**config.mk**
```make
export PLATFORM = sky130hd
export DESIGN_NAME = msc_top
export DESIGN_NICKNAME = d
export VERILOG_FILES = /design/src/hdl/msc_pkg.sv /design/src/hdl/msc_sync3.sv /design/src/hdl/msc_top.sv
export SDC_FILE = /design/constraint.sdc
export NUM_CORES = 1
export LEC_CHECK = 0
export ABC_AREA = 0
export ABC_CLOCK_PERIOD_IN_PS = 2610
export BUFFER_PORTS_ARGS = -buffer_cell sky130_fd_sc_hd__buf_4
export CAP_MARGIN = 30
export CORE_MARGIN = 2
export CORE_UTILIZATION = 51
export DETAILED_ROUTE_END_ITERATION = 6
export HOLD_SLACK_MARGIN = 0.15
export MAX_ROUTING_LAYER = met4
export PLACE_DENSITY = 0.77
export SLEW_MARGIN = 20
export SYNTH_ARGS = -nofsm -noshare
export SYNTH_HDL_FRONTEND = slang
export SYNTH_HIERARCHICAL = 1
export SYNTH_SLANG_ARGS = --single-unit
```
**constraint.sdc**
```tcl
create_clock -name pclk -period 2.61 [get_ports pclk]
set_input_delay 0.261 -clock pclk [delete_from_list [all_inputs] [get_ports pclk]]
set_output_delay 0.261 -clock pclk [all_outputs]
set_load 0.05 [all_outputs]
```
**src/hdl/msc_pkg.sv**
```systemverilog
// Package for the modulator carrier-select block: register offsets, field positions, reset values, types.
// Assumes a 32-bit APB slave with one aligned word per byte-wide register.
`default_nettype none
package msc_pkg;
  // Register byte offsets
  localparam logic [11:0] MSC_OFF_CARH = 12'h000; // High carrier control
  localparam logic [11:0] MSC_OFF_CARL = 12'h004; // Low carrier control
  localparam logic [11:0] MSC_OFF_CON = 12'h008; // Modulation control
  localparam logic [11:0] MSC_OFF_SRC = 12'h00C; // Modulation source select
  // Carrier register fields
  localparam int MSC_CAR_ODIS = 7; // Pin disable
  localparam int MSC_CAR_POL = 6; // Invert
  localparam int MSC_CAR_SYNC = 5; // Falling-edge sync
  // Control register fields
  localparam int MSC_CON_EN = 7; // Module enable
  localparam int MSC_CON_OE = 6; // Pin output enable
  localparam int MSC_CON_SLR = 5; // Slew limit
  localparam int MSC_CON_OPOL = 4; // Output invert
  localparam int MSC_CON_OUT = 3; // Read-only output value
  localparam int MSC_CON_BIT = 0; // Software modulation bit
  localparam int MSC_SRC_ODIS = 7; // Source pin disable
  // Carrier select codes
  localparam logic [3:0] MSC_SEL_VSS = 4'h0; // Ground
  localparam logic [3:0] MSC_SEL_PIN1 = 4'h1; // First carrier pin
  localparam logic [3:0] MSC_SEL_PIN2 = 4'h2; // Second carrier pin (high only)
  localparam logic [3:0] MSC_SEL_REFCLK = 4'h3; // Reference clock
  localparam logic [3:0] MSC_SEL_PWM = 4'h4; // Capture/compare PWM output
  // Modulation source codes
  localparam logic [3:0] MSC_MS_SWBIT = 4'h0; // Software bit
  localparam logic [3:0] MSC_MS_PIN = 4'h1; // Modulation pin
  localparam logic [3:0] MSC_MS_PWM = 4'h2; // PWM output
  localparam logic [3:0] MSC_MS_CMP = 4'h6; // Comparator output
  localparam logic [3:0] MSC_MS_SDO = 4'h8; // Serial data out
  localparam logic [3:0] MSC_MS_TX = 4'hA; // UART transmit
  // Reset values: control register clears except slew limit; carriers chosen as zero
  localparam logic [7:0] MSC_CON_RST = 8'h20;
  localparam logic [7:0] MSC_CAR_RST = 8'h00;
  localparam logic [7:0] MSC_SRC_RST = 8'h00;
  // Carrier register: disable, invert, sync, select
  typedef struct packed {
    logic odis;
    logic pol;
    logic sync;
    logic [3:0] sel;
  } msc_car_t;
  // Control register writable fields
  typedef struct packed {
    logic en;
    logic oe;
    logic slr;
    logic opol;
    logic swbit;
  } msc_con_t;
  // Modulation source register
  typedef struct packed {
    logic odis;
    logic [3:0] sel;
  } msc_src_t;
  // Raw sources that feed the block, all from other clock domains or pins
  typedef struct packed {
    logic pin1;
    logic pin2;
    logic refclk;
    logic pwm;
    logic mod_pin;
    logic cmp;
    logic sdo;
    logic tx;
  } msc_src_in_t;
endpackage
`default_nettype wire

```
**src/hdl/msc_sync3.sv**
```systemverilog
// Three-stage synchroniser; a change is accepted once stages two and three agree.
// Assumes an asynchronous input level and the block clock.
`default_nettype none
module msc_sync3 (
  input wire logic pclk,
  input wire logic presetn,
  input wire logic din,
  output logic dout
);
  // All state in one vector: three stages then accepted value
  typedef struct packed {
    logic [2:0] s;
    logic v;
  } msc_sy_t;
  msc_sy_t st_q, st_d;

  // Next state; stage one feeds only stage two
  always_comb begin
    st_d = st_q;
    st_d.s = {st_q.s[1:0], din};
    if (st_q.s[1] == st_q.s[2]) begin
      st_d.v = st_q.s[2]; // Stable over two samples
    end
  end

  // Registers
  always_ff @(posedge pclk or negedge presetn) begin
    if (!presetn) begin
      st_q <= '0;
    end else begin
      st_q <= st_d;
    end
  end

  assign dout = st_q.v;
endmodule // msc_sync3

```
**src/hdl/msc_top.sv**
```systemverilog
// Modulator carrier-select block: APB registers, carrier muxing, sync switching, output path.
// Assumes carrier and modulation sources arrive asynchronously; pin drivers are outside.
//
// The placing of the registers and the APB interface to the registers were chosen for this implementation.
`default_nettype none
module msc_top (
  input wire logic pclk,
  input wire logic presetn,
  input wire logic porn,
  input wire logic psel,
  input wire logic penable,
  input wire logic pwrite,
  input wire logic [11:0] paddr,
  input wire logic [31:0] pwdata,
  output logic [31:0] prdata,
  output logic pready,
  output logic pslverr,
  input wire msc_pkg::msc_src_in_t src_in,
  output logic modulated_out,
  output logic modulator_pin_enable,
  output logic output_slew_limit,
  output logic [4:0] hi_pin_block,
  output logic [4:0] lo_pin_block,
  output logic [7:0] mod_pin_block
);
  // Synchronised sources; a net, since every bit has a driver of its own
  wire msc_pkg::msc_src_in_t src_s;

  // One synchroniser per source bit
  for (genvar i = 0; i < 8; i++) begin : g_sync
    msc_sync3 u_sync (
      .pclk(pclk),
      .presetn(presetn),
      .din(src_in[i]),
      .dout(src_s[i])
    );
  end

  // All block state
  typedef struct packed {
    msc_pkg::msc_car_t carh;
    msc_pkg::msc_car_t carl;
    msc_pkg::msc_src_t src;
    msc_pkg::msc_con_t con;
    logic use_high; // Path now driving the output
    logic hi_prev; // Previous high carrier, for edge detect
    logic lo_prev; // Previous low carrier
    logic out; // Modulated output
    logic oe;
    logic slr;
    logic [4:0] hblk;
    logic [4:0] lblk;
    logic [7:0] mblk;
    logic [31:0] rdata;
    logic ready;
  } msc_st_t;
  msc_st_t st_q, st_d;

  // Power-on only state lives apart: carrier and source fields keep their value on other resets
  msc_pkg::msc_car_t carh_keep_q, carl_keep_q;
  msc_pkg::msc_src_t src_keep_q;

  logic hi_car, lo_car, mod_sig, hi_raw, lo_raw;
  logic setup, access;

  // Carrier muxes
  always_comb begin
    case (carh_keep_q.sel)
      msc_pkg::MSC_SEL_VSS: hi_raw = 1'b0;
      msc_pkg::MSC_SEL_PIN1: hi_raw = src_s.pin1;
      msc_pkg::MSC_SEL_PIN2: hi_raw = src_s.pin2;
      msc_pkg::MSC_SEL_REFCLK: hi_raw = src_s.refclk;
      msc_pkg::MSC_SEL_PWM: hi_raw = src_s.pwm;
      default: hi_raw = 1'b0; // Nothing connected
    endcase
    case (carl_keep_q.sel)
      msc_pkg::MSC_SEL_VSS: lo_raw = 1'b0;
      msc_pkg::MSC_SEL_PIN1: lo_raw = src_s.pin1;
      msc_pkg::MSC_SEL_REFCLK: lo_raw = src_s.refclk;
      msc_pkg::MSC_SEL_PWM: lo_raw = src_s.pwm;
      default: lo_raw = 1'b0; // Code 2 and above 4 connect nothing
    endcase
    hi_car = hi_raw ^ carh_keep_q.pol;
    lo_car = lo_raw ^ carl_keep_q.pol;
    case (src_keep_q.sel)
      msc_pkg::MSC_MS_SWBIT: mod_sig = st_q.con.swbit;
      msc_pkg::MSC_MS_PIN: mod_sig = src_s.mod_pin;
      msc_pkg::MSC_MS_PWM: mod_sig = src_s.pwm;
      msc_pkg::MSC_MS_CMP: mod_sig = src_s.cmp;
      msc_pkg::MSC_MS_SDO: mod_sig = src_s.sdo;
      msc_pkg::MSC_MS_TX: mod_sig = src_s.tx;
      default: mod_sig = 1'b0;
    endcase
  end

  assign setup = psel && !penable;
  assign access = psel && penable;

  // Next state
  always_comb begin
    logic car;
    car = 1'b0;
    st_d = st_q;
    st_d.carh = carh_keep_q;
    st_d.carl = carl_keep_q;
    st_d.src = src_keep_q;
    st_d.hi_prev = hi_car;
    st_d.lo_prev = lo_car;
    // Path switching with optional falling-edge wait
    if (mod_sig != st_q.use_high) begin
      if (st_q.use_high) begin
        if (!carh_keep_q.sync || (st_q.hi_prev && !hi_car)) begin
          st_d.use_high = 1'b0;
        end
      end else begin
        if (!carl_keep_q.sync || (st_q.lo_prev && !lo_car)) begin
          st_d.use_high = 1'b1;
        end
      end
    end
    // Output path: the switch takes effect on the same edge as the register update
    car = st_d.use_high ? hi_car : lo_car;
    st_d.out = st_q.con.en ? (car ^ st_q.con.opol) : 1'b0;
    st_d.oe = st_q.con.en && st_q.con.oe;
    st_d.slr = st_q.con.slr;
    // Pin blocks: one-hot on the selected source index, carrier codes 0 to 4 at the code, source codes 0 to 10 at half the code
    st_d.hblk = '0;
    st_d.lblk = '0;
    st_d.mblk = '0;
    if (carh_keep_q.odis && carh_keep_q.sel <= msc_pkg::MSC_SEL_PWM) begin
      st_d.hblk[carh_keep_q.sel[2:0]] = 1'b1;
    end
    if (carl_keep_q.odis && carl_keep_q.sel <= msc_pkg::MSC_SEL_PWM) begin
      st_d.lblk[carl_keep_q.sel[2:0]] = 1'b1;
    end
    if (src_keep_q.odis && src_keep_q.sel <= msc_pkg::MSC_MS_TX && src_keep_q.sel[3:1] != 3'h7) begin
      st_d.mblk[src_keep_q.sel[3:1]] = 1'b1;
    end
    // APB: answer one cycle after setup
    st_d.ready = setup;
    st_d.rdata = '0;
    if (setup && !pwrite) begin
      case (paddr)
        msc_pkg::MSC_OFF_CARH: st_d.rdata = {24'h000000, carh_keep_q.odis, carh_keep_q.pol,
          carh_keep_q.sync, 1'b0, carh_keep_q.sel};
        msc_pkg::MSC_OFF_CARL: st_d.rdata = {24'h000000, carl_keep_q.odis, carl_keep_q.pol,
          carl_keep_q.sync, 1'b0, carl_keep_q.sel};
        msc_pkg::MSC_OFF_CON: st_d.rdata = {24'h000000, st_q.con.en, st_q.con.oe, st_q.con.slr,
          st_q.con.opol, st_q.out, 2'b00, st_q.con.swbit};
        msc_pkg::MSC_OFF_SRC: st_d.rdata = {24'h000000, src_keep_q.odis, 3'b000, src_keep_q.sel};
        default: st_d.rdata = '0; // Unmapped reads zero
      endcase
    end
    if (access && st_q.ready && pwrite && paddr == msc_pkg::MSC_OFF_CON) begin
      st_d.con.en = pwdata[msc_pkg::MSC_CON_EN];
      st_d.con.oe = pwdata[msc_pkg::MSC_CON_OE];
      st_d.con.slr = pwdata[msc_pkg::MSC_CON_SLR];
      st_d.con.opol = pwdata[msc_pkg::MSC_CON_OPOL];
      st_d.con.swbit = pwdata[msc_pkg::MSC_CON_BIT];
    end
  end

  // Main registers; presetn alone resets control to MSC_CON_RST (slew limit set) and disables the module
  always_ff @(posedge pclk or negedge presetn) begin
    if (!presetn) begin
      st_q <= '0;
      st_q.con <= {msc_pkg::MSC_CON_RST[7:5], msc_pkg::MSC_CON_RST[4], msc_pkg::MSC_CON_RST[0]};
    end else begin
      st_q <= st_d;
    end
  end

  // Carrier and source fields: only power-on reset touches them, other resets leave them
  always_ff @(posedge pclk or negedge porn) begin
    if (!porn) begin
      carh_keep_q <= msc_pkg::MSC_CAR_RST[6:0];
      carl_keep_q <= msc_pkg::MSC_CAR_RST[6:0];
      src_keep_q <= msc_pkg::MSC_SRC_RST[4:0];
    end else if (presetn && psel && penable && st_q.ready && pwrite) begin
      if (paddr == msc_pkg::MSC_OFF_CARH) begin
        carh_keep_q <= {pwdata[7:5], pwdata[3:0]};
      end
      if (paddr == msc_pkg::MSC_OFF_CARL) begin
        carl_keep_q <= {pwdata[7:5], pwdata[3:0]};
      end
      if (paddr == msc_pkg::MSC_OFF_SRC) begin
        src_keep_q <= {pwdata[7], pwdata[3:0]};
      end
    end
  end

  // Outputs straight from flops; pslverr tied low
  assign prdata = st_q.rdata;
  assign pready = st_q.ready;
  assign pslverr = 1'b0;
  assign modulated_out = st_q.out;
  assign modulator_pin_enable = st_q.oe;
  assign output_slew_limit = st_q.slr;
  assign hi_pin_block = st_q.hblk;
  assign lo_pin_block = st_q.lblk;
  assign mod_pin_block = st_q.mblk;

  // Checks
  a_disabled_silent: assert property (@(posedge pclk) disable iff (!presetn)
    !st_q.con.en |=> !modulated_out) else $error("output active while disabled");
  a_hi_sync_hold: assert property (@(posedge pclk) disable iff (!presetn)
    (st_q.use_high && carh_keep_q.sync && !(st_q.hi_prev && !hi_car)) |=> st_q.use_high)
    else $error("left high carrier without falling edge");
  a_lo_sync_hold: assert property (@(posedge pclk) disable iff (!presetn)
    (!st_q.use_high && carl_keep_q.sync && !(st_q.lo_prev && !lo_car)) |=> !st_q.use_high)
    else $error("left low carrier without falling edge");
  a_nosync_follow: assert property (@(posedge pclk) disable iff (!presetn)
    (st_q.use_high ? !carh_keep_q.sync : !carl_keep_q.sync) |=> st_q.use_high == $past(mod_sig))
    else $error("unsynced path did not follow modulation");
  a_out_path: assert property (@(posedge pclk) disable iff (!presetn)
    st_q.con.en |=> modulated_out == (($past(st_d.use_high) ? $past(hi_car) : $past(lo_car)) ^ $past(st_q.con.opol)))
    else $error("output not from selected path");
  a_hi_block: assert property (@(posedge pclk) disable iff (!presetn)
    (carh_keep_q.odis && carh_keep_q.sel == msc_pkg::MSC_SEL_PWM) |=> hi_pin_block[4])
    else $error("high peripheral pin not blocked");
  a_lo_block: assert property (@(posedge pclk) disable iff (!presetn)
    !carl_keep_q.odis |=> lo_pin_block == 5'h00) else $error("low pin blocked while enabled");
  a_read_bit4: assert property (@(posedge pclk) disable iff (!presetn)
    (setup && !pwrite && paddr == msc_pkg::MSC_OFF_CARH) |=> pready && !prdata[4])
    else $error("carrier read answer wrong");
  a_reset_off: assert property (@(posedge pclk) $rose(presetn) |-> !st_q.con.en)
    else $error("module enabled after reset");
endmodule // msc_top
`default_nettype wire

```
# Word-level counts from Yosys, hierarchy flattened
# Index checks and enable logic that the tools add are counted.
[classes]
n_lt_le_gt_ge = 9
eq_ne = 25
n_mux = 20
bitwise_logic = 3
n_reduce_logical = 33
[op_table]
columns = ["operator", "n"]
rows = [
  ["case mux 8 bit (4 select lines)", 1],
  ["== test 12 x 4 -> 1 bit, second input constant", 2],
  ["logical AND 1 bit", 20],
  ["== test 4 x 2 -> 1 bit, second input constant", 4],
  ["two-way mux 8 bit", 2],
  ["== test 12 x 3 -> 1 bit, second input constant", 1],
  ["== test 4 x 1 -> 1 bit, second input constant", 3],
  ["== test 4 x 3 -> 1 bit, second input constant", 3],
  ["zero test 12 bit", 1],
  ["< comparator 3 x 4 -> 1 bit, second input constant", 3],
  ["two-way mux 5 bit", 2],
  ["demux 1 bit (select 3 bit)", 3],
  [">= comparator 3 x 1 -> 1 bit, second input constant", 3],
  ["two-way mux 1 bit", 9],
  ["== test 1 bit", 8],
  ["== test 4 bit, second input constant", 2],
  ["less-or-equal comparator 4 x 3 -> 1 bit, second input constant", 2],
  ["zero test 1 bit", 6],
  ["case mux 1 bit (6 select lines)", 1],
  ["AND reduction 2 bit", 3],
  ["less-or-equal comparator 4 bit, second input constant", 1],
  ["zero test 4 bit", 1],
  ["case mux 1 bit (4 select lines)", 1],
  ["inequality test 3 bit, second input constant", 1],
  ["other kinds (4)", 7],
]
[word_totals]
reg_bits = 113
out_inout_bits = 55
elab_cells = 132

# Longest topological paths before layout
# Gate-level depths: netlist of run 1.
[depth]
word_depth = 12
depth_mapped = 7
depth_no_buf = 6

# By module
# Netlist of run 1, hierarchy kept.
[by_module_without_submodules]
columns = ["mod", "n_inst", "cells_each", "area_each_um2", "seq_area_each_um2"]
rows = [
  ["msc_top", 1, 250, 2879.0, 1427.6],
  ["msc_sync3", 8, 5, 111.4, 100.1],
]

# Worst setup path before layout of run 1
# OpenSTA, ideal clock, no wires.
[synth_path]
kind = "register to register"
start = "reg carh_keep_q[1] (netlist name)"
end = "reg st_q, in the netlist modulated_out"
setup_ns = 0.087
t_arrival_ns = 1.792
required_ns = 2.523
path_slack_ns = 0.731
stages_incl_launch_ff = 7
synth_period_minus_slack_ns = 1.879
path_cell_list = "dfrtp_1 -> or4bb_1 -> o211a_1 -> mux2i_1 -> o22a_1 -> or3_1 -> o211ai_1"
[synth_rtl]
columns = ["element", "line_no", "rtl"]
rows = [
  ["from (decl)", "msc_top.sv:60", "msc_pkg::msc_car_t carh_keep_q, carl_keep_q;"],
  ["from (signal assigned)", "msc_top.sv:176", "carh_keep_q <= msc_pkg::MSC_CAR_RST[6:0];"],
  ["from (signal assigned)", "msc_top.sv:181", "carh_keep_q <= {pwdata[7:5], pwdata[3:0]};"],
  ["to (signal assigned)", "msc_top.sv:169", "st_q <= st_d;"],
  ["to (decl)", "msc_top.sv:57", "msc_st_t st_q, st_d;"],
]

==> flow_summary.json, run 1 <==
{
  "numCtsBuffers": 9,
  "n_antenna_cell": 0,
  "multi_input_area_mm2": 0.00121,
  "whs_ns": 0.168,
  "dieArea_mm2": 0.00810,
  "max_freq_ghz": 0.480,
  "place_congestion": 0.915,
  "area_growth_pct": 17.7,
  "grt_overflow": 0,
  "clock_skew_ns": 0.00897,
  "synth_cell_types": 48,
  "routed_wl_um": 6410,
  "drv_cap": 0,
  "ant_nets": 0,
  "nets": 411,
  "ys_seq_area_frac": 0.591,
  "post-place-cells": 423,
  "crit_path_end_kind": "flop",
  "ys_ff_latch": 89,
  "antenna_found_initial": 0,
  "clkSinkCount": 89,
  "coreArea_mm2": 0.00721,
  "die_h_um": 90.0,
  "drv_slew": 0,
  "synth-async-reset-ratio": 1.00,
  "cts_resized": 0,
  "min_to": "src_keep_q[2]",
  "clk_latency_ns": 0.35,
  "vias_per_cell": 4.95,
  "r2r_end": "modulated_out",
  "fillCellCount": 562,
  "period_share": 0.798,
  "setup_violations": 0,
  "num_rows": 31,
  "grt_max_degree": 43,
  "drc": 0,
  "pin_count": 113,
  "critPathMaxFanout": 11,
  "regArea_mm2": 0.00223,
  "hp-class": "in -> reg",
  "io_buffers": 63,
  "syn_area_per_cell_um2": 13.0,
  "cp-start-kind": "flop",
  "syn_inst": 290,
  "hold_depth": 2,
  "ys_warn_count": 6,
  "dr_total_vias": 2262,
  "clk_pin_slew_ns": 0.09,
  "ir_worst_vdd_v": 0.000261,
  "worst-slew-pin-transition_ns": 0.592,
  "wl_per_cell_um": 14.0,
  "synth_area_mm2": 0.00377,
  "crit_chain": "mux2i_1 -> nor3b_1 -> o41ai_1 -> o22a_1 -> or3_1 -> o211ai_1",
  "grt_pass1_vias": 2136,
  "start_util": 0.523,
  "grt_pass1_wl_um": 10400,
  "min_from": "pwdata[2]",
  "reg2reg_from": "src_keep_q[2]",
  "drive_above_1_share": 0.335,
  "crit_path_top_delay_cell": "dfrtp_1",
  "rsz0062_at_grt": "no",
  "hold_viol": 0,
  "htree_levels": 3,
  "powerDensity_mw_per_mm2": 576,
  "postLayoutCoreUtil": 0.615,
  "cts-root-buf": "clkbuf_8",
  "fin_area_mm2": 0.00444,
  "synth_edf_count": 0,
  "dpl.hpwl_um": 4650,
  "post_dp_cell_area_mm2": 0.00406,
  "track_usage": 0.171,
  "crit_type": "reg -> reg",
  "cp_top_family": "compound AO/OA/AOI/OAI gates",
  "period_minus_slack_ns": 2.08,
  "reg2reg_slack_ns": 0.53,
  "clockBufferDepth": 2,
  "worstPathRequired_ns": 2.83,
  "cts_tree": "done",
  "r2r_cells": 6,
  "setup_tns_ns": 0,
  "cp.arrival_ns": 2.31,
  "critPathBufInv": 0,
  "chipWidth_um": 90.0,
  "outcome": "finished clean",
  "relSlewSlack": 0.602,
  "p_leak_uw": 0.00212,
  "ys.flop_type": "dfrtp_1",
  "first_pass_iters": 4,
  "drtIter0Drc": 118,
  "final_cells": 457,
  "critical_path.max_stage_delay_ns": 0.57
}
synth_stat cells, types with 5 or more instances:
master	count	area, µm²
mux2_2	23	259
maj3_2	8	90.1
nand2_1	8	30.0
nand2b_1	5	31.3
dfrtp_1	88	2200
nor3_1	9	45.0
buf_4	52	390
a22oi_1	6	45.0
nor2_1	16	60.1
a21oi_1	5	25.0
nand3b_1	6	45.0
layout make-up:
class | count | area share
Sequential cell | 89 | 0.502
Multi-Input combinational cell | 167 | 0.272
Timing Repair Buffer | 83 | 0.151
Clock buffer | 11 | 0.0296
Tap cell | 99 | 0.0279
Clock inverter | 5 | 0.0144
Inverter | 3 | 0.00254
cells in the final DEF (no fill, tap or decap), types with 2 or more instances in the layout:
| cell | count |
|---|---|
| nor3_1 | 9 |
| mux2i_1 | 3 |
| a222oi_1 | 4 |
| nand3b_1 | 6 |
| nand2_1 | 8 |
| and3_1 | 2 |
| nor2b_1 | 4 |
| clkbuf_1 | 2 |
| o41ai_1 | 2 |
| nor2_1 | 16 |
| nand4bb_1 | 3 |
| buf_4 | 65 |
| dlygate4sd3_1 | 18 |
| maj3_2 | 8 |
| mux2_2 | 23 |
| nor3b_1 | 4 |
| conb_1 | 27 |
| a22oi_1 | 6 |
| a21oi_1 | 5 |
| nand2b_1 | 5 |
| and2_1 | 2 |
| dfrtp_1 | 88 |
| inv_1 | 3 |
| nand3_1 | 4 |
| xor2_1 | 2 |
| or3b_2 | 2 |
| and4_1 | 3 |
| clkbuf_8 | 9 |
| inv_6 | 2 |
per-layer routing:
metal,up-vias,global-route usage,part of all wire
met3,17,0.0344,0.041
met5,-,-,0
met4,0,0.0897,0.030
li1,1077,-,-
met1,1098,0.212,0.43
met2,70,0.268,0.49
worst max-delay path by stage:
stage                        start        endpoint  slack (ns)  cells past startpoint
floorplan           carh_keep_q[1]   modulated_out        0.73                      6
global placement          paddr[1]  carl_keep_q[3]        0.57                      6
global route        carh_keep_q[1]   modulated_out        0.43                      6
detailed placement  carh_keep_q[1]   modulated_out        0.57                      6
CTS                 carh_keep_q[1]   modulated_out        0.53                      6
finish               src_keep_q[2]   modulated_out        0.53                      6
power by group:
part | total [µW] | switching [µW] | internal (µW)
sequential | 1430 | 19.6 | 1410
clock | 917 | 465 | 451
combinational | 209 | 140 | 69.3
total | 2560 | 625 | 1930
kinds of logic after synthesis:
| kind of cell | count (synthesis) | share of synthesized area |
|---|---|---|
| AOI/OAI and AO/OA | 23 | 0.0461 |
| xor gates and xnor gates | 2 | 0.00465 |
| adders and majority gates | 8 | 0.0239 |
| buffers and inverters | 60 | 0.114 |
| DFF | 89 | 0.591 |
| muxes | 27 | 0.0797 |
| other | 1 | 0.000995 |
| and+or+nand+nor | 80 | 0.139 |
sequential cells by signal, indices dropped and copies added, names as in the netlist:
signal,flops
g_sync.u_sync/st_d,16
g_sync.u_sync/dout,8
g_sync.u_sync/st_q,8
mod_pin_block,8
prdata,8
carh_keep_q,7
carl_keep_q,7
st_q,7
hi_pin_block,5
lo_pin_block,5
src_keep_q,5
modulated_out,1
modulator_pin_enable,1
output_slew_limit,1
pready,1
st_d,1
through the flow:
| stage | total power [µW] | setup WS [ns] |
|---|---|---|
| 2_1_floorplan | 1600 | 0.731 |
| 3_3_place_gp | 1640 | 0.570 |
| 3_5_place_dp | 1650 | 0.574 |
| 4_1_cts | 2590 | 0.531 |
| 5_1_grt | 2660 | 0.431 |
| 6_report | 2560 | 0.527 |
what timing repair did:
action                                 CTS  global route
hold buffers                            18             0
endpoints found under the hold margin   83             0
setup buffers                            0             0
Note: power is estimated with default switching activity, not from simulation.
==> run 2, diff against run 1 <==
- ABC_CLOCK_PERIOD_IN_PS: 2610 -> 1700
- CORE_UTILIZATION: 51 -> 46
- PLACE_DENSITY: 0.77 -> 0.73
- clock period: 2.61 -> 1.7 ns (I/O delays scaled with it)
==> run 2 against run 1 <==
  * The flow now finishes with violations (setup timing)
  * Setup slack worse by 0.67 ns
  * Cell area up 7.4%
  * Largest cell class unchanged
  * Sequential cell count unchanged
  * Fmax up 13%
  * Sequential power up 54%
  * Core utilization down 2.6 points
  * Largest power group unchanged
  * Hold slack better by 0.063 ns
  * Count of clock-buffer cells in the layout down 1
  * Cell count up 10%
  * Clock power up 38%
  * First-iteration DRC count up 42%
==> flow_summary.json, run 2 (synthesis results as in run 1) <==
{
  "io_buffers": 63,
  "violations": "setup timing",
  "drc": 0,
  "crit_path_end_kind": "flop",
  "n_antenna_cell": 0,
  "antenna_found_initial": 0,
  "drtIter0Drc": 167,
  "grt_overflow": 0,
  "numCtsBuffers": 9,
  "setup_slack_ns": -0.138,
  "p_leak_uw": 0.00233,
  "reg2reg_slack_ns": -0.14,
  "cp.arrival_ns": 2.11,
  "regArea_mm2": 0.00223,
  "clockBufferDepth": 2,
  "drv_slew": 0,
  "ir_worst_vdd_v": 0.000572,
  "powerDensity_mw_per_mm2": 801,
  "crit_path_top_delay_cell": "or4bb_1",
  "hold_viol": 0,
  "grt_pass1_vias": 2370,
  "chipWidth_um": 94.5,
  "track_usage": 0.180,
  "crit_chain": "or4bb_1 -> o211a_1 -> mux2i_1 -> o22a_1 -> or3_1 -> o211ai_1",
  "r2r_end": "modulated_out",
  "die_h_um": 94.5,
  "multi_input_area_mm2": 0.00123,
  "reg2reg_from": "carh_keep_q[0]",
  "setup_violations": 2,
  "hp-class": "in -> async",
  "mostFrequentLayoutCells": "102 x buf_4, 87 x dfrtp_1, 27 x conb_1, 23 x mux2_2, 21 x dlygate4sd3_1",
  "wl_per_cell_um": 14.2,
  "cts_tree": "done",
  "post_dp_cell_area_mm2": 0.00433,
  "dr_total_vias": 2453,
  "first_pass_iters": 5,
  "place_ws_ns": -0.176,
  "htree_levels": 3,
  "dpl.hpwl_um": 5060,
  "routed_wl_um": 7140,
  "period_minus_slack_ns": 1.84,
  "drive_above_1_share": 0.409,
  "outcome": "finished with violations",
  "grt_max_degree": 71,
  "worst-slew-pin-transition_ns": 0.835,
  "cp_top_family": "simple AND/OR/NAND/NOR gates",
  "whs_ns": 0.231,
  "num_rows": 33,
  "clkSinkCount": 89,
  "cp-start-kind": "flop",
  "critPathMaxFanout": 2,
  "largest_register_ffs": 16,
  "cts-root-buf": "clkbuf_8",
  "ant_nets": 0,
  "max_freq_ghz": 0.544,
  "vias_per_cell": 4.87,
  "clk_pin_slew_ns": 0.09,
  "clk_latency_ns": 0.35,
  "cp_num_cells": 6,
  "drv_cap": 0,
  "nets": 452,
  "fin_area_mm2": 0.00476,
  "r2r_cells": 6,
  "area_growth_pct": 26.4,
  "place_congestion": 0.907,
  "critical_path.max_stage_delay_ns": 0.50,
  "grt_pass1_wl_um": 11600,
  "period_share": 1.08,
  "fillCellCount": 698,
  "critPathBufInv": 0,
  "final_common_cell": "buf_4",
  "pin_count": 113,
  "rsz0062_at_grt": "yes",
  "crit_type": "reg -> reg",
  "dieArea_mm2": 0.00894,
  "coreArea_mm2": 0.00809,
  "clock_skew_ns": 0.0114,
  "start_util": 0.466,
  "worstPathRequired_ns": 1.97,
  "relSlewSlack": 0.443
}
## run 2: how the worst max path moves through the flow
stage / start / end
floorplan: carh_keep_q[0] / modulated_out
global placement: src_keep_q[1] / modulated_out
detailed placement: src_keep_q[1] / modulated_out
CTS: carh_keep_q[0] / modulated_out
global route: carh_keep_q[0] / modulated_out
finish: carh_keep_q[0] / modulated_out
## run 2: timing repair
item / in CTS / in global routing
hold buffers: 21 / 0
resized for setup: 0 / 4
hold endpoints to repair: 122 / 0
setup buffers: 5 / 1
setup endpoints to repair: 1 / 3
pin swaps: 5 / 2
## run 2: cell type report
cell class / instances / share of cell area
clock buffer: 10 / 0.0268
clock inverter: 6 / 0.00867
inverter: 3 / 0.00236
multi-input combinational: 167 / 0.257
sequential: 89 / 0.468
tap: 105 / 0.0276
timing repair buffer: 124 / 0.209
## run 2: metrics by stage
step                TNS (ns)  instances  total power, µW   util
floorplan             -0.119        316             2450      -
global placement       -1.69        462             2550  0.535
detailed placement     -3.49        462             2550  0.535
CTS                   -0.122        504             3870  0.587
global route          -0.359        504             4000  0.589
finish                -0.154        504             3820  0.589
## run 2: worst register-to-register path, delay by kind of cell (launching register included)
family | cells | cell delay (ns)
AO/OA/AOI/OAI | 3 | 0.45
flip-flops | 1 | 0.38
AND/OR/NAND/NOR | 2 | 0.80
multiplexers | 1 | 0.13
## run 2: report_power, final
group	switching [µW]	total [µW]	internal, µW
Combinational	224	350	126
Clock	734	1270	537
Sequential	30.5	2200	2170
Total	988	3820	2830
## run 2: layer usage
layer,part of all wire,global-route usage,vias to the layer above
met2,0.50,0.286,85
li1,-,-,1149
met5,0,-,-
met1,0.42,0.221,1201
met3,0.058,0.0463,18
met4,0.021,0.0725,0
==> run 3, diff against run 2 <==
- ABC_AREA: 0 -> 1
- PLACE_DENSITY: 0.73 -> 0.74
- SYNTH_HIERARCHICAL: 1 -> unset
==> run 3 against run 2 <==
  * The run now ends clean
  * Setup slack improved by 0.20 ns
  * Core utilization is 0.53 points higher
  * Critical path depth unchanged
  * Clock power up 15%
  * Largest cell class unchanged
  * Combinational power shrank 7.1%
  * Sequential cell count did not move
  * Fmax is 12% higher
  * Register-to-register slack better by 0.32 ns
  * Sequential share of layout area increased by 1.4 points
  * Sequential power about the same
==> flow_summary.json, run 3 <==
{
  "synth_xor_area_frac": 0,
  "period_minus_slack_ns": 1.64,
  "wl_per_cell_um": 13.2,
  "yosysTopAreaCellShare": 0.590,
  "rsz0062_at_grt": "no",
  "dpl.hpwl_um": 5420,
  "mostFrequentLayoutCells": "82 x buf_4, 81 x dfrtp_1, 57 x nand2_1, 40 x inv_1, 30 x o21ai_0",
  "crit_path_end_kind": "flop",
  "start_util": 0.478,
  "chipWidth_um": 94.1,
  "synth_area_mm2": 0.00373,
  "critPathMaxFanout": 4,
  "ant_nets": 0,
  "crit_type": "in -> reg",
  "multi_input_area_mm2": 0.00105,
  "synth_cell_types": 28,
  "fillCellCount": 676,
  "hp-class": "in -> reg",
  "setup_violations": 0,
  "synth_common_cells": "88 x dfrtp_1, 59 x nand2_1, 51 x buf_4, 45 x inv_1, 34 x nor2_1",
  "ys.flop_type": "dfrtp_1",
  "area_growth_pct": 24.3,
  "num_rows": 32,
  "vias_per_cell": 4.72,
  "clk_latency_ns": 0.36,
  "path_common_cell": "dlygate4sd3_1",
  "synth_top_area_cell": "dfrtp_1",
  "grt_pass1_wl_um": 12200,
  "setup_tns_ns": 0,
  "ys_ff_latch": 89,
  "track_usage": 0.187,
  "clock_skew_ns": 0.0155,
  "regArea_mm2": 0.00224,
  "synth_top_family_by_area": "simple AND/OR/NAND/NOR gates",
  "worstPathRequired_ns": 2.00,
  "synth_edf_count": 0,
  "outcome": "finished clean",
  "synthTopCellsByArea": "dfrtp_1 59%, buf_4 10%, nand2_1 5.9%",
  "cts-root-buf": "clkbuf_8",
  "ys_warn_count": 0,
  "synth_compound_area_frac": 0.0600,
  "crit_path_top_delay_cell": "dlygate4sd3_1",
  "final_common_cell": "buf_4",
  "synth_adder_area_share": 0.0215,
  "htree_levels": 3,
  "largest_register_ffs": 16,
  "cts_tree": "done",
  "ir_worst_vdd_v": 0.000524,
  "max_freq_ghz": 0.609,
  "io_buffers": 63,
  "grt_overflow": 0,
  "place_congestion": 0.914,
  "hold_viol": 0,
  "dr_total_vias": 2683,
  "drtIter0Drc": 135,
  "cp-start-kind": "input port",
  "synth_most_common_cell": "dfrtp_1",
  "clkSinkCount": 89,
  "clockBufferDepth": 2,
  "die_h_um": 94.1,
  "syn_area_per_cell_um2": 9.90,
  "dieArea_mm2": 0.00885,
  "synth-async-reset-ratio": 1.00,
  "nets": 519,
  "drv_cap": 0,
  "first_pass_iters": 6,
  "crit_chain": "dlygate4sd3_1 -> buf_4 -> nor2_1 -> nand3_1 -> nor4_1 -> dlygate4sd3_1",
  "grt_pass1_vias": 2682,
  "p_leak_uw": 0.00239,
  "antenna_found_initial": 0,
  "drive_above_1_share": 0.268,
  "clk_pin_slew_ns": 0.09,
  "synth_simple_gate_area_frac": 0.160,
  "drv_slew": 0,
  "grt_max_degree": 71,
  "syn_inst": 377,
  "drc": 0,
  "fin_area_mm2": 0.00464,
  "critical_path.max_stage_delay_ns": 0.59,
  "pin_count": 113,
  "ys_seq_area_frac": 0.597,
  "period_share": 0.966,
  "post_dp_cell_area_mm2": 0.00412,
  "cp.arrival_ns": 1.94,
  "powerDensity_mw_per_mm2": 860,
  "synth_mux_area_frac": 0.00402,
  "n_antenna_cell": 0,
  "coreArea_mm2": 0.00781,
  "routed_wl_um": 7480,
  "numCtsBuffers": 9
}
==> run 3: cell count changes in the layout (fill, tap and decap cells not counted), sizes merged, moves of 17 or more <==
cell   before  now
buf       103   83
inv         5   49
mux2       24    1
nand2       8   59
nor2       17   34
o21ai       1   30
==> run 3: area by class of cell <==
cell class,count,share of cell area
inverter,46,0.0372
tap,102,0.0275
timing repair buffer,104,0.184
clock inverter,6,0.0157
sequential,89,0.482
multi-input combinational,211,0.226
clock buffer,10,0.0275
==> run 3: repair_timing <==
| action | in CTS | in global routing |
|---|---|---|
| endpoints found under the setup margin | 0 | 2 |
| buffers inserted | 0 | 6 |
| resized for setup | 0 | 22 |
| hold endpoints to repair | 117 | 0 |
| hold buffers | 21 | 0 |
==> run 3: logic make-up (layout without fill, tap and decap cells) <==
group | count (synthesis) | count (layout)
AOI/OAI and AO/OA | 40 | 40
DFF | 89 | 89
buffers and inverters | 103 | 166
muxes | 1 | 1
other | 1 | 27
adders and majority gates | 8 | 8
and+or+nand+nor | 135 | 135
==> run 3: path summary, 6_finish.rpt <==
check | from | endpoint | slack (ns) | depth (start not counted)
max in group asynchronous | presetn | st_d[51] | 0.83 | 4
setup / recovery | penable | prdata[4] | 0.06 | 6
hold / removal | pwdata[7] | st_q[61] | 0.18 | 3
setup reg to reg | carh_keep_q[2] | modulated_out | 0.18 | 12
min in group asynchronous | porn | src_keep_q[2] | 0.22 | 2
hold reg to reg | g_sync[6].u_sync.st_d[2] | g_sync[6].u_sync.st_d[3] | 0.35 | 0
==> run 3: stage by stage <==
stage               instances  hold WS (ns)  utilization  worst slack, ns  total power [µW]
finish                    568         0.179        0.594           0.0582              3990
global route              568         0.172        0.594           0.0106              4140
CTS                       561         0.153        0.580           0.0577              4020
detailed placement        524        0.0626        0.527           0.0213              2520
global placement          524        0.0601        0.527           0.0431              2510
floorplan                 403        -0.126            -            0.141              2440
==> run 3: report_power, final <==
part | leakage (µW) | switching (µW) | internal [µW]
Clock | 0.0000979 | 765 | 698
Combinational | 0.00114 | 217 | 108
Sequential | 0.00115 | 31.1 | 2170
==> run 3: layer usage <==
layer  global-route usage  part of all wire  up-vias
met5                    -                 0        -
met2                0.309              0.52       74
met4               0.0773             0.015        0
met1                0.218              0.42     1301
li1                     -                 -     1300
met3               0.0474             0.045        8
==> run 3: worst max-delay path, delay by kind of cell <==
family	cells	cell delay, ns
and+or+nand+nor	3	0.51
buffers and inverters	3	1.27
